### src/smt_pkg.sv
// Shared constants, register map and field layouts of the 16-bit mode timer
package smt_pkg;

  // ****************************************************************
  // Register byte offsets on the AXI4-Lite slave
  // ****************************************************************
  localparam logic [4:0] OFF_CTRL = 5'h00;   // Control word
  localparam logic [4:0] OFF_COUNT = 5'h04;  // Live count
  localparam logic [4:0] OFF_RELOAD = 5'h08; // Reload / compare value
  localparam logic [4:0] OFF_STATUS = 5'h0c; // Sticky events, write 1 clears
  localparam logic [4:0] OFF_MASK = 5'h10;   // Interrupt enables

  // ****************************************************************
  // Counting modes, held in the control word
  // ****************************************************************
  localparam logic [1:0] MODE_ONESHOT = 2'h0; // Free start, single run
  localparam logic [1:0] MODE_TRIG = 2'h1;    // Run after pin edge
  localparam logic [1:0] MODE_COMPARE = 2'h2; // Match and keep going
  localparam logic [1:0] MODE_GATED = 2'h3;   // Count while pin active

  // Gated-mode interrupt source select (interrupt_config_field)
  localparam logic [1:0] ICFG_GATE = 2'h1;   // Gate deassertion only
  localparam logic [1:0] ICFG_RELOAD = 2'h2; // Reload only

  // ****************************************************************
  // Control word layout, bit 0 first from the right
  // ****************************************************************
  typedef struct packed {
    logic out_en;       // Bit 9: timer output alternate function on
    logic [1:0] icfg;   // Bits 8:7: interrupt_config_field
    logic [2:0] presc;  // Bits 6:4: prescale, divide by 2**presc
    logic [1:0] mode;   // Bits 3:2: counting mode
    logic pol;          // Bit 1: input_output_polarity
    logic en;           // Bit 0: timer enable
  } smt_ctrl_t;

  localparam int CTRL_W = 10;                  // Width of control word
  localparam logic [9:0] CTRL_RST = 10'h000;   // Control after reset
  localparam logic [15:0] COUNT_RST = 16'h0000; // Count after reset
  localparam logic [15:0] RELOAD_RST = 16'hffff; // Reload after reset
  localparam logic [15:0] COUNT_ONE = 16'h0001;  // Restart value

  // ****************************************************************
  // Status and mask bit positions
  // ****************************************************************
  localparam int STS_W = 3;       // Number of event bits
  localparam int STS_RELOAD = 0;  // Reload / time-out reached
  localparam int STS_COMPARE = 1; // Compare match
  localparam int STS_GATE = 2;    // Gate input deasserted
  localparam logic [2:0] STS_RST = 3'h0; // Status and mask after reset

  // AXI response codes
  localparam logic [1:0] RESP_OKAY = 2'h0;
  localparam logic [1:0] RESP_SLVERR = 2'h2;

endpackage

### src/smt_prescale.sv
// Prescaler that turns the system clock into timer clock ticks
`timescale 1ns/1ns
module smt_prescale #(
  parameter int PW = 3
) (
  input wire logic mclk,
  input wire logic rst,
  input wire logic run,
  input wire logic [PW-1:0] presc,
  output logic tick
);
  localparam int CW = (1 << PW) - 1; // Enough bits for divide by 2**(2**PW-1)

  logic [CW-1:0] cnt_reg; // Cycles since last tick
  logic [CW-1:0] limit;   // Terminal value for the chosen ratio

  // ****************************************************************
  // Divider
  // ****************************************************************
  assign limit = CW'((1 << presc) - 1);
  assign tick = run && (cnt_reg == limit);

  // Held at zero while stopped, so every run starts a full period
  always_ff @(posedge mclk or posedge rst) begin
    if (rst) begin
      cnt_reg <= '0;
    end else if (!run || tick) begin
      cnt_reg <= '0;
    end else begin
      cnt_reg <= cnt_reg + 1'b1;
    end
  end
endmodule

### src/smt_input.sv
// Timer input pin conditioner: active level and edge pulses
`timescale 1ns/1ns
module smt_input (
  input wire logic mclk,
  input wire logic rst,
  input wire logic pin,
  input wire logic pol,
  output logic active,
  output logic rise,
  output logic fall
);
  logic prev_reg; // Active level one cycle ago

  // ****************************************************************
  // Level and edges relative to the polarity bit
  // ****************************************************************
  // Polarity 1 means high is active and the rising pin edge triggers
  assign active = ~(pin ^ pol);
  assign rise = active && !prev_reg;
  assign fall = !active && prev_reg;

  // Remember the last level for edge detection
  always_ff @(posedge mclk or posedge rst) begin
    if (rst) begin
      // Pin low and polarity 0 after reset read as active: no false edge
      prev_reg <= 1'b1;
    end else begin
      prev_reg <= active;
    end
  end
endmodule

### src/smt_timer.sv
// 16-bit mode timer with AXI4-Lite registers and one interrupt
`timescale 1ns/1ns
module smt_timer (
  input wire logic mclk,
  input wire logic rst,
  input wire logic [31:0] s_axi_awaddr,
  input wire logic s_axi_awvalid,
  output logic s_axi_awready,
  input wire logic [31:0] s_axi_wdata,
  input wire logic [3:0] s_axi_wstrb,
  input wire logic s_axi_wvalid,
  output logic s_axi_wready,
  output logic [1:0] s_axi_bresp,
  output logic s_axi_bvalid,
  input wire logic s_axi_bready,
  input wire logic [31:0] s_axi_araddr,
  input wire logic s_axi_arvalid,
  output logic s_axi_arready,
  output logic [31:0] s_axi_rdata,
  output logic [1:0] s_axi_rresp,
  output logic s_axi_rvalid,
  input wire logic s_axi_rready,
  input wire logic timer_in,
  output logic timer_out,
  output logic timer_out_en,
  output logic irq
);
  import smt_pkg::*;

  // ****************************************************************
  // Helpers
  // ****************************************************************
  // Full-word address match, upper bits must be zero
  function automatic logic hit(input logic [31:0] a, input logic [4:0] o);
    hit = (a[31:5] == 27'h0) && (a[4:0] == o);
  endfunction

  // Merge new data into an old word under byte strobes
  function automatic logic [31:0] merge(input logic [31:0] old_w,
                                        input logic [31:0] new_w,
                                        input logic [3:0] strb);
    logic [31:0] m;
    m = {{8{strb[3]}}, {8{strb[2]}}, {8{strb[1]}}, {8{strb[0]}}};
    merge = (old_w & ~m) | (new_w & m);
  endfunction

  typedef enum logic [2:0] {
    ST_IDLE = 3'b001, // Disabled
    ST_WAIT = 3'b010, // Armed, waiting for trigger edge
    ST_RUN = 3'b100   // Counting
  } smt_state_t;

  // Bus side state
  logic aw_have_reg, w_have_reg; // Address or data held
  logic [31:0] awaddr_reg, wdata_reg; // Held write request
  logic [3:0] wstrb_reg; // Held byte strobes
  logic awready_reg, wready_reg, arready_reg; // Ready flops
  logic bvalid_reg, rvalid_reg; // Response valid flops
  logic [1:0] bresp_reg, rresp_reg; // Response codes
  logic [31:0] rdata_reg; // Read data flop

  // Timer state
  smt_ctrl_t ctrl_reg, ctrl_next; // Control word
  logic [15:0] cnt_reg, cnt_next; // Live count
  logic [15:0] reload_reg; // Reload or compare value
  logic [STS_W-1:0] sts_reg, sts_next, sts_set, sts_clr; // Events
  logic [STS_W-1:0] mask_reg, mask_next; // Interrupt enables
  smt_state_t state_reg, state_next; // Sequencer
  logic tout_reg; // Timer output pin level
  logic irq_reg; // Interrupt flop

  // ****************************************************************
  // Write channel capture
  // ****************************************************************
  logic aw_hs, w_hs, do_write, b_done, ar_hs, r_done;
  logic aw_have_next, w_have_next, bvalid_next, rvalid_next;
  logic wr_ctrl, wr_count, wr_reload, wr_status, wr_mask, wr_ok;
  logic [31:0] wmerged;

  assign aw_hs = s_axi_awvalid && awready_reg;
  assign w_hs = s_axi_wvalid && wready_reg;
  // Both halves present and no answer pending: commit the write
  assign do_write = aw_have_reg && w_have_reg && !bvalid_reg;
  assign b_done = bvalid_reg && s_axi_bready;
  assign aw_have_next = aw_hs ? 1'b1 : (do_write ? 1'b0 : aw_have_reg);
  assign w_have_next = w_hs ? 1'b1 : (do_write ? 1'b0 : w_have_reg);
  assign bvalid_next = do_write ? 1'b1 : (b_done ? 1'b0 : bvalid_reg);

  // Register select for the committed write
  assign wr_ctrl = do_write && hit(awaddr_reg, OFF_CTRL);
  assign wr_count = do_write && hit(awaddr_reg, OFF_COUNT);
  assign wr_reload = do_write && hit(awaddr_reg, OFF_RELOAD);
  assign wr_status = do_write && hit(awaddr_reg, OFF_STATUS);
  assign wr_mask = do_write && hit(awaddr_reg, OFF_MASK);
  assign wr_ok = wr_ctrl | wr_count | wr_reload | wr_status | wr_mask;

  // Captures and response; ready returns only after the answer is taken
  always_ff @(posedge mclk or posedge rst) begin
    if (rst) begin
      aw_have_reg <= 1'b0;
      w_have_reg <= 1'b0;
      awaddr_reg <= 32'h0;
      wdata_reg <= 32'h0;
      wstrb_reg <= 4'h0;
      awready_reg <= 1'b0;
      wready_reg <= 1'b0;
      bvalid_reg <= 1'b0;
      bresp_reg <= RESP_OKAY;
    end else begin
      aw_have_reg <= aw_have_next;
      w_have_reg <= w_have_next;
      if (aw_hs) begin
        awaddr_reg <= s_axi_awaddr;
      end
      if (w_hs) begin
        wdata_reg <= s_axi_wdata;
        wstrb_reg <= s_axi_wstrb;
      end
      awready_reg <= !aw_have_next && !bvalid_next;
      wready_reg <= !w_have_next && !bvalid_next;
      bvalid_reg <= bvalid_next;
      if (do_write) begin
        bresp_reg <= wr_ok ? RESP_OKAY : RESP_SLVERR;
      end
    end
  end

  // ****************************************************************
  // Read channel
  // ****************************************************************
  logic [31:0] rd_mux;
  logic rd_ok;

  assign ar_hs = s_axi_arvalid && arready_reg;
  assign r_done = rvalid_reg && s_axi_rready;
  assign rvalid_next = ar_hs ? 1'b1 : (r_done ? 1'b0 : rvalid_reg);
  assign rd_ok = hit(s_axi_araddr, OFF_CTRL) | hit(s_axi_araddr, OFF_COUNT)
    | hit(s_axi_araddr, OFF_RELOAD) | hit(s_axi_araddr, OFF_STATUS)
    | hit(s_axi_araddr, OFF_MASK);
  // Unused upper bits and unmapped addresses read as zero
  assign rd_mux =
    hit(s_axi_araddr, OFF_CTRL) ? {22'h0, ctrl_reg} :
    hit(s_axi_araddr, OFF_COUNT) ? {16'h0, cnt_reg} :
    hit(s_axi_araddr, OFF_RELOAD) ? {16'h0, reload_reg} :
    hit(s_axi_araddr, OFF_STATUS) ? {29'h0, sts_reg} :
    hit(s_axi_araddr, OFF_MASK) ? {29'h0, mask_reg} : 32'h0;

  // Data sampled at the address handshake, held until taken
  always_ff @(posedge mclk or posedge rst) begin
    if (rst) begin
      arready_reg <= 1'b0;
      rvalid_reg <= 1'b0;
      rdata_reg <= 32'h0;
      rresp_reg <= RESP_OKAY;
    end else begin
      arready_reg <= !rvalid_next;
      rvalid_reg <= rvalid_next;
      if (ar_hs) begin
        rdata_reg <= rd_mux;
        rresp_reg <= rd_ok ? RESP_OKAY : RESP_SLVERR;
      end
    end
  end

  // ****************************************************************
  // Timer clock and input pin
  // ****************************************************************
  logic tick, gate_act, trig_rise, gate_fall, run, evt;
  logic is_one, is_trig, is_cmp, is_gated;

  assign is_one = ctrl_reg.mode == MODE_ONESHOT;
  assign is_trig = ctrl_reg.mode == MODE_TRIG;
  assign is_cmp = ctrl_reg.mode == MODE_COMPARE;
  assign is_gated = ctrl_reg.mode == MODE_GATED;
  // Prescaler runs only in RUN; gated mode also needs the pin active
  assign run = (state_reg == ST_RUN) && (!is_gated || gate_act);
  // Count equals reload on a timer clock tick
  assign evt = tick && (cnt_reg == reload_reg);

  smt_prescale #(
    .PW(3)
  ) u_presc (
    .mclk(mclk),
    .rst(rst),
    .run(run),
    .presc(ctrl_reg.presc),
    .tick(tick)
  );

  smt_input u_in (
    .mclk(mclk),
    .rst(rst),
    .pin(timer_in),
    .pol(ctrl_reg.pol),
    .active(gate_act),
    .rise(trig_rise),
    .fall(gate_fall)
  );

  // ****************************************************************
  // Sequencer
  // ****************************************************************
  logic hw_stop; // One-shot end clears enable

  assign hw_stop = (state_reg == ST_RUN) && is_one && evt;

  always_comb begin
    state_next = state_reg;
    unique case (state_reg)
      ST_IDLE: begin
        if (ctrl_reg.en) begin
          // Triggered mode arms and waits; others start at once
          state_next = is_trig ? ST_WAIT : ST_RUN;
        end
      end
      ST_WAIT: begin
        if (!ctrl_reg.en) begin
          state_next = ST_IDLE;
        end else if (trig_rise) begin
          state_next = ST_RUN;
        end
      end
      ST_RUN: begin
        if (!ctrl_reg.en || hw_stop) begin
          state_next = ST_IDLE;
        end else if (is_trig && evt) begin
          state_next = ST_WAIT;
        end
      end
      default: begin
        state_next = ST_IDLE;
      end
    endcase
  end

  // ****************************************************************
  // Counter, control and events
  // ****************************************************************
  // Software write wins over the hardware enable clear
  assign ctrl_next = wr_ctrl ?
    smt_ctrl_t'(CTRL_W'(merge({22'h0, ctrl_reg}, wdata_reg, wstrb_reg))) :
    (hw_stop ? smt_ctrl_t'({ctrl_reg[CTRL_W-1:1], 1'b0}) : ctrl_reg);

  // Only the prescaled tick advances the count, never the pin
  always_comb begin
    cnt_next = cnt_reg;
    if (wr_count) begin
      cnt_next = 16'(merge({16'h0, cnt_reg}, wdata_reg, wstrb_reg));
    end else if (tick) begin
      if (evt && !is_cmp) begin
        cnt_next = COUNT_ONE;
      end else begin
        cnt_next = cnt_reg + 16'h0001;
      end
    end
  end

  // Event sources
  assign sts_set[STS_RELOAD] = evt && !is_cmp
    && !(is_gated && ctrl_reg.icfg == ICFG_GATE);
  assign sts_set[STS_COMPARE] = evt && is_cmp;
  assign sts_set[STS_GATE] = (state_reg == ST_RUN) && is_gated
    && gate_fall && (ctrl_reg.icfg != ICFG_RELOAD);
  assign sts_clr = wr_status ?
    (wdata_reg[STS_W-1:0] & {STS_W{wstrb_reg[0]}}) : STS_RST;
  // A new event beats a clear in the same cycle
  assign sts_next = (sts_reg & ~sts_clr) | sts_set;
  assign mask_next = wr_mask ?
    STS_W'(merge({29'h0, mask_reg}, wdata_reg, wstrb_reg)) : mask_reg;

  // Timer register bank
  always_ff @(posedge mclk or posedge rst) begin
    if (rst) begin
      ctrl_reg <= smt_ctrl_t'(CTRL_RST);
      cnt_reg <= COUNT_RST;
      reload_reg <= RELOAD_RST;
      sts_reg <= STS_RST;
      mask_reg <= STS_RST;
      state_reg <= ST_IDLE;
      irq_reg <= 1'b0;
    end else begin
      ctrl_reg <= ctrl_next;
      cnt_reg <= cnt_next;
      if (wr_reload) begin
        reload_reg <= 16'(merge({16'h0, reload_reg}, wdata_reg,
          wstrb_reg));
      end
      sts_reg <= sts_next;
      mask_reg <= mask_next;
      state_reg <= state_next;
      irq_reg <= |(sts_next & mask_next);
    end
  end

  // Output level: polarity while stopped, toggles at each end or match except in gated mode
  always_ff @(posedge mclk or posedge rst) begin
    if (rst) begin
      tout_reg <= 1'b0;
    end else if (state_reg == ST_IDLE) begin
      tout_reg <= ctrl_reg.pol;
    end else if (evt && !is_gated) begin
      tout_reg <= !tout_reg;
    end
  end

  // ****************************************************************
  // Outputs
  // ****************************************************************
  assign s_axi_awready = awready_reg;
  assign s_axi_wready = wready_reg;
  assign s_axi_bvalid = bvalid_reg;
  assign s_axi_bresp = bresp_reg;
  assign s_axi_arready = arready_reg;
  assign s_axi_rvalid = rvalid_reg;
  assign s_axi_rdata = rdata_reg;
  assign s_axi_rresp = rresp_reg;
  assign timer_out = tout_reg;
  assign timer_out_en = ctrl_reg.out_en;
  assign irq = irq_reg;
endmodule

### config.mk
export PLATFORM = sky130hd
export DESIGN_NAME = smt_timer
export DESIGN_NICKNAME = d
export VERILOG_FILES = /design/src/smt_pkg.sv /design/src/smt_prescale.sv /design/src/smt_input.sv /design/src/smt_timer.sv
export SDC_FILE = /design/constraint.sdc
export NUM_CORES = 1
export LEC_CHECK = 0
export BUFFER_PORTS_ARGS = -buffer_cell sky130_fd_sc_hd__buf_2
export CAP_MARGIN = 20
export CELL_PAD_IN_SITES_DETAIL_PLACEMENT = 0
export CELL_PAD_IN_SITES_GLOBAL_PLACEMENT = 1
export CORE_MARGIN = 4
export CORE_UTILIZATION = 30
export DETAILED_ROUTE_END_ITERATION = 16
export PLACE_DENSITY = 0.67
export SLEW_MARGIN = 20
export SYNTH_ARGS = -nofsm -noshare
export SYNTH_HDL_FRONTEND = slang
export SYNTH_SLANG_ARGS = --single-unit
export TNS_END_PERCENT = 1
### constraint.sdc
create_clock -name mclk -period 4.47 [get_ports mclk]
set_clock_uncertainty 0.05 [all_clocks]
set_input_delay 0.2235 -clock mclk [delete_from_list [all_inputs] [get_ports mclk]]
set_output_delay 0.2235 -clock mclk [all_outputs]
set_load 0.05 [all_outputs]
# Yosys cells after proc, flatten, opt, wreduce, memory -nomap -nowiden
# Cells that the tools add are included.
[word_totals]
word_cells = 175
reg_bits = 154
[classes]
addsub = 3
n_eq_ne = 21
n_mux = 32
reduce_logical = 65
n_bitwise = 25
n_shift = 1
[ops]
columns = ["op", "n"]
rows = [
  ["two-way mux 16 bit", 6],
  ["zero test 27 bit", 2],
  ["AND 16 bit", 3],
  ["logical AND 1 bit", 40],
  ["OR 16 bit", 2],
  ["two-way mux 3 bit", 10],
  ["== test 5 x 4 -> 1 bit (second input constant)", 4],
  ["adder 16 x 1 -> 16 bit (second input constant)", 1],
  ["== test 16 bit", 1],
  ["NOT 16 bit", 1],
  ["AND 3 bit", 4],
  ["zero test 1 bit", 12],
  ["two-way mux 1 bit", 11],
  ["AND 10 bit", 1],
  ["== test 5 x 3 -> 1 bit (second input constant)", 2],
  ["== test 5 bit (second input constant)", 2],
  ["zero test 5 bit", 2],
  ["two-way mux 10 bit", 1],
  ["OR 10 bit", 1],
  ["one-hot mux 3 bit (3 select lines)", 1],
  ["OR 1 bit", 8],
  ["adder 7 x 1 -> 7 bit (second input constant)", 1],
  ["== test 7 bit", 1],
  ["two-way mux 7 bit", 1],
  ["20 further kinds", 29],
]

# Depth between registers and ports, before layout
[logic_depth]
ltp_word = 11
mapped_depth = 8

# Modules after synthesis
# From an unflattened synthesis, not the netlist that was laid out.
[hier_totals]
cells_unflattened = 612
hier_area_um2 = 6914.1
[by_module_without_submodules]
columns = ["mod", "cells_each", "area_each_um2", "instances", "seq_area_each_um2"]
rows = [
  ["smt_timer", 552, 6361.1, 1, 3224.3],
  ["smt_prescale", 54, 500.5, 1, 175.2],
  ["smt_input", 6, 52.6, 1, 26.3],
]

# Worst setup path after synthesis
# Ideal clock, no wire load.
[synth_path]
kind = "register to register"
start = "register bvalid_reg (netlist: s_axi_bvalid)"
end = "register (tool-made name)"
period_less_slack_ns = 2.439
path_stages_with_launch = 8
path_buffers = 1
arrival_ns = 2.256
slack_ns = 2.031
path_cell_list = "dfrtp_1 and3b_1 nand3_1 or4_4 or2_1 buf_2 a32oi_1 o211ai_1"
[synth_lines]
columns = ["element", "line", "text"]
rows = [
  ["start, declared", "smt_timer.sv:58", "logic bvalid_reg, rvalid_reg;"],
  ["start signal, assigned", "smt_timer.sv:121", "bvalid_reg <= bvalid_next;"],
]

# Worst setup path in the final report
[layout_path]
start = "register awaddr_reg[5]"
end = "register irq_reg (netlist: irq)"
[layout_between]
word_cells_on_any_way = 12
cone_classes = "mux: 2; bitwise: 4; reduce/logical: 6"
[layout_lines]
columns = ["element", "line", "text"]
rows = [
  ["start, declared", "smt_timer.sv:55", "logic [31:0] awaddr_reg, wdata_reg;"],
  ["start signal, assigned", "smt_timer.sv:113", "awaddr_reg <= s_axi_awaddr;"],
  ["zero test 27 bit", "smt_timer.sv:35", "hit = (a[31:5] == 27'h0) && (a[4:0] == o);"],
  ["logical AND 1 bit", "smt_timer.sv:35", ""],
  ["logical AND 1 bit", "smt_timer.sv:94", "assign wr_mask = do_write && hit(awaddr_reg, OFF_MASK);"],
  ["two-way mux 3 bit", "smt_timer.sv:268", "assign mask_next = wr_mask ?"],
  ["net mask_next[2]", "smt_timer.sv:67", "logic [STS_W-1:0] mask_reg, mask_next;"],
  ["AND 3 bit", "smt_timer.sv:291", "irq_reg <= |(sts_next & mask_next);"],
  ["OR reduction 3 bit", "smt_timer.sv:291", ""],
  ["end signal, assigned", "smt_timer.sv:291", ""],
  ["end, declared", "smt_timer.sv:70", "logic irq_reg;"],
]
# The timed path passes the listed nets, and every way through them passes these cells.
# A chain may end at the register's enable or synchronous reset.

==> impl_metrics.py <==
metrics = {
    "synth": {
        "synth.top_cell.area_share": 0.421,
        "synth_edf_count": 0,
        "ys.flop_type": "dfrtp_1",
        "yosys-top-cells-area": "dfrtp_1, mux2_2, dfstp_2, xor2_1, nand2_1",
        "synthCells": 648,
        "syn_area_mm2": 0.00702,
        "syn_area_per_cell_um2": 10.8,
        "yosysWarningCount": 0,
        "yosysTopAreaCell": "dfrtp_1",
        "ys_ff_latch": 136,
        "synth.distinct_cells": 66,
        "seq_area_frac_synth": 0.488,
        "ys_async_sr_fraction": 1.00,
    },
    "floorplanning": {
        "die-area_mm2": 0.0259,
        "ios": 152,
        "die_h_um": 161,
        "core_mm2": 0.0228,
        "fp.dieW_um": 161,
        "start_util": 0.307,
        "rows": 55,
    },
    "setup_path": {
        "cp.arrival_ps": 2990,
        "cp_max_fo": 7,
        "critPathLaunch": "awaddr_reg[5]$_DFFE_PP0P_",
        "crit_slowest_cell": "nor4_2",
        "r2r_setup_slack_ps": 1720,
        "r2r-start": "awaddr_reg[5]$_DFFE_PP0P_",
        "crit_family": "simple AND/OR/NAND/NOR gates",
        "cp_num_buf_inv": 0,
        "ff2ff_path_depth": 6,
        "endpoint": "irq$_DFF_PP0_",
        "crit_chain": "nor4_2 -> nand3_1 -> nor4_2 -> mux2_2 -> a21boi_1 -> a221o_1",
        "cp-end-kind": "flip-flop",
        "critPathKind": "reg2reg",
        "cp_num_cells": 6,
        "critical_path.max_stage_delay_ps": 650,
        "r2r_end": "irq$_DFF_PP0_",
        "critPathMostFrequentCell": "nor4_2",
        "cp-start-kind": "flip-flop",
        "critical_path_required_ps": 4720,
    },
    "outcome": {
        "outcome": "complete, no violations",
    },
    "clock_network": {
        "htreeDepth": 4,
        "clk_latency_ps": 420,
        "cts_sinks": 136,
        "clk_pin_slew_ps": 60,
        "cts-root-buf": "clkbuf_16",
        "cts_tree": "yes",
        "cts_made_buffers": 17,
        "post_cts_buffers": 0,
        "clock_path_buffers": 2,
    },
    "flow_run": {
        "drv_cap": 0,
    },
    "global_routing": {
        "grt_pass1_wl_um": 29900,
        "grt_use_total": 0.144,
        "grt_antenna_before_repair": 0,
        "grt_max_degree": 100,
        "grt_overflow_total": 0,
        "grt_pass1_vias": 5513,
    },
    "place": {
        "place_congestion": 0.807,
        "placed_area_mm2": 0.00783,
        "dp_hpwl_um": 13300,
        "portBuffers": 115,
    },
    "min_path": {
        "min_path_cells": 3,
        "worstHoldPathType": "in2reg",
    },
    "finish": {
        "fin_nets": 916,
        "final_area_mm2": 0.00890,
        "antenna_cells": 0,
        "mostFrequentLayoutCells": "dfrtp_1, buf_2, mux2_2, dlygate4sd3_1, nand2_1",
        "syn2layout_area_growth_pct": 26.8,
        "final_layout_size_suffix_gt1_frac": 0.319,
        "final_common_cell": "dfrtp_1",
        "fin_util": 0.390,
    },
    "pwr": {
        "finalPower_uw": 3810,
        "vdd_drop_max_mv": 0.340,
        "cellPowerDensity_mw_per_mm2": 428,
        "leakage_uw": 0.00395,
    },
    "timing": {
        "tns_ps": 0,
        "hold_violations": 0,
        "max_freq_mhz": 364,
        "relSlewSlack": 0.362,
        "fin_crit_ps": 2750,
        "setup_viol": 0,
        "period_share": 0.614,
        "worstMarginPinSlew_ps": 957,
        "slew_violations": 0,
        "rsz0062_at_grt": "false",
    },
    "drt": {
        "drt_iter0_drc": 269,
        "antenna_left": 0,
        "wl_per_cell_um": 16.4,
        "via_per_inst": 4.84,
        "first_pass_iters": 6,
        "drc": 0,
        "vias": 5469,
        "finalWirelength_um": 18500,
    },
}
[metrics by stage]
step                hold slack [ps]  cells  setup slack (ps)
floorplan                       299    665               587
global placement                406   1048              1790
detailed placement              406   1048              1780
CTS                            64.3   1131              1750
global route                   98.8   1131              1610
finish                         76.9   1131              1720
[metal layers]
layer	part of all wire	GRT usage
met5	0	0
met4	0.0093	0.0361
met3	0.054	0.0393
met2	0.46	0.230
met1	0.48	0.196
[area by class of cell]
class                      instances  area (um2)
multi-input combinational        460        3340
tap                              313         392
clock buffer                      23         478
clock inverter                     8        72.6
inverter                          22        87.6
timing repair buffer             169        1110
fill                            2306       13900
sequential                       136        3430
[worst register-to-register path: stages (launching register included)]
cell      delay [ps]
dfrtp_1          390
nor4_2           370
nand3_1          320
nor4_2           650
mux2_2           420
a21boi_1         130
a221o_1          290
[kinds of logic (layout without fill, tap and decap cells)]
logic type / after synthesis / in the layout / synth area share
AOI/OAI and AO/OA: 115 / 115 / 0.115
xor gates and xnor gates: 24 / 24 / 0.0299
adders and majority gates: 2 / 2 / 0.00356
buffers and inverters: 69 / 222 / 0.0478
DFF: 136 / 136 / 0.488
muxes: 91 / 91 / 0.146
other: 1 / 18 / 0.000534
and+or+nand+nor: 210 / 210 / 0.170
[synth_stat cells, types with 3 or more instances]
cell type	number
o21ai_1	5
clkbuf_1	18
and3_1	4
a21oi_1	15
nor4_4	4
a221o_1	4
nor3b_1	3
o31ai_1	16
nor3_1	21
nor4_2	5
nand2_1	45
mux2i_1	10
nor4_1	10
xnor2_1	3
nor2_1	37
o21ai_0	15
xor2_1	21
nand4_1	8
buf_2	7
nand3b_1	4
a32oi_1	6
inv_1	22
nand2b_1	7
nor2b_1	12
or3_1	5
nand4b_1	3
o211ai_1	6
a31oi_1	13
nand3_1	28
a21boi_1	3
dfstp_2	18
buf_4	18
a22oi_1	11
mux2_2	80
dfrtp_1	118
buf_1	4
and2_1	4
[how the worst min path moves through the flow]
stage | startpoint | endpoint | slack, ps
after global placement | s_axi_awaddr[2] | awaddr_reg[2]$_DFFE_PP0P_ | 410
after CTS | timer_in | u_in.prev_reg$_DFF_PP1_ | 60
after global routing | timer_in | u_in.prev_reg$_DFF_PP1_ | 100
after floorplan | s_axi_rready | s_axi_rvalid$_DFF_PP0_ | 300
after detailed placement | s_axi_rready | s_axi_rvalid$_DFF_PP0_ | 410
final | timer_in | u_in.prev_reg$_DFF_PP1_ | 80
[timing repair]
| item | in CTS | in global routing |
|---|---|---|
| hold buffers | 52 | 0 |
| hold endpoints to repair | 53 | 0 |
| gates resized for setup | 0 | 0 |
[where the power goes]
part	internal, uW	switching (uW)	total, uW
clock network	802	527	1330
logic	363	361	725
registers	1500	267	1760
total	2660	1150	3810
Power figures use the tool's default switching activity.
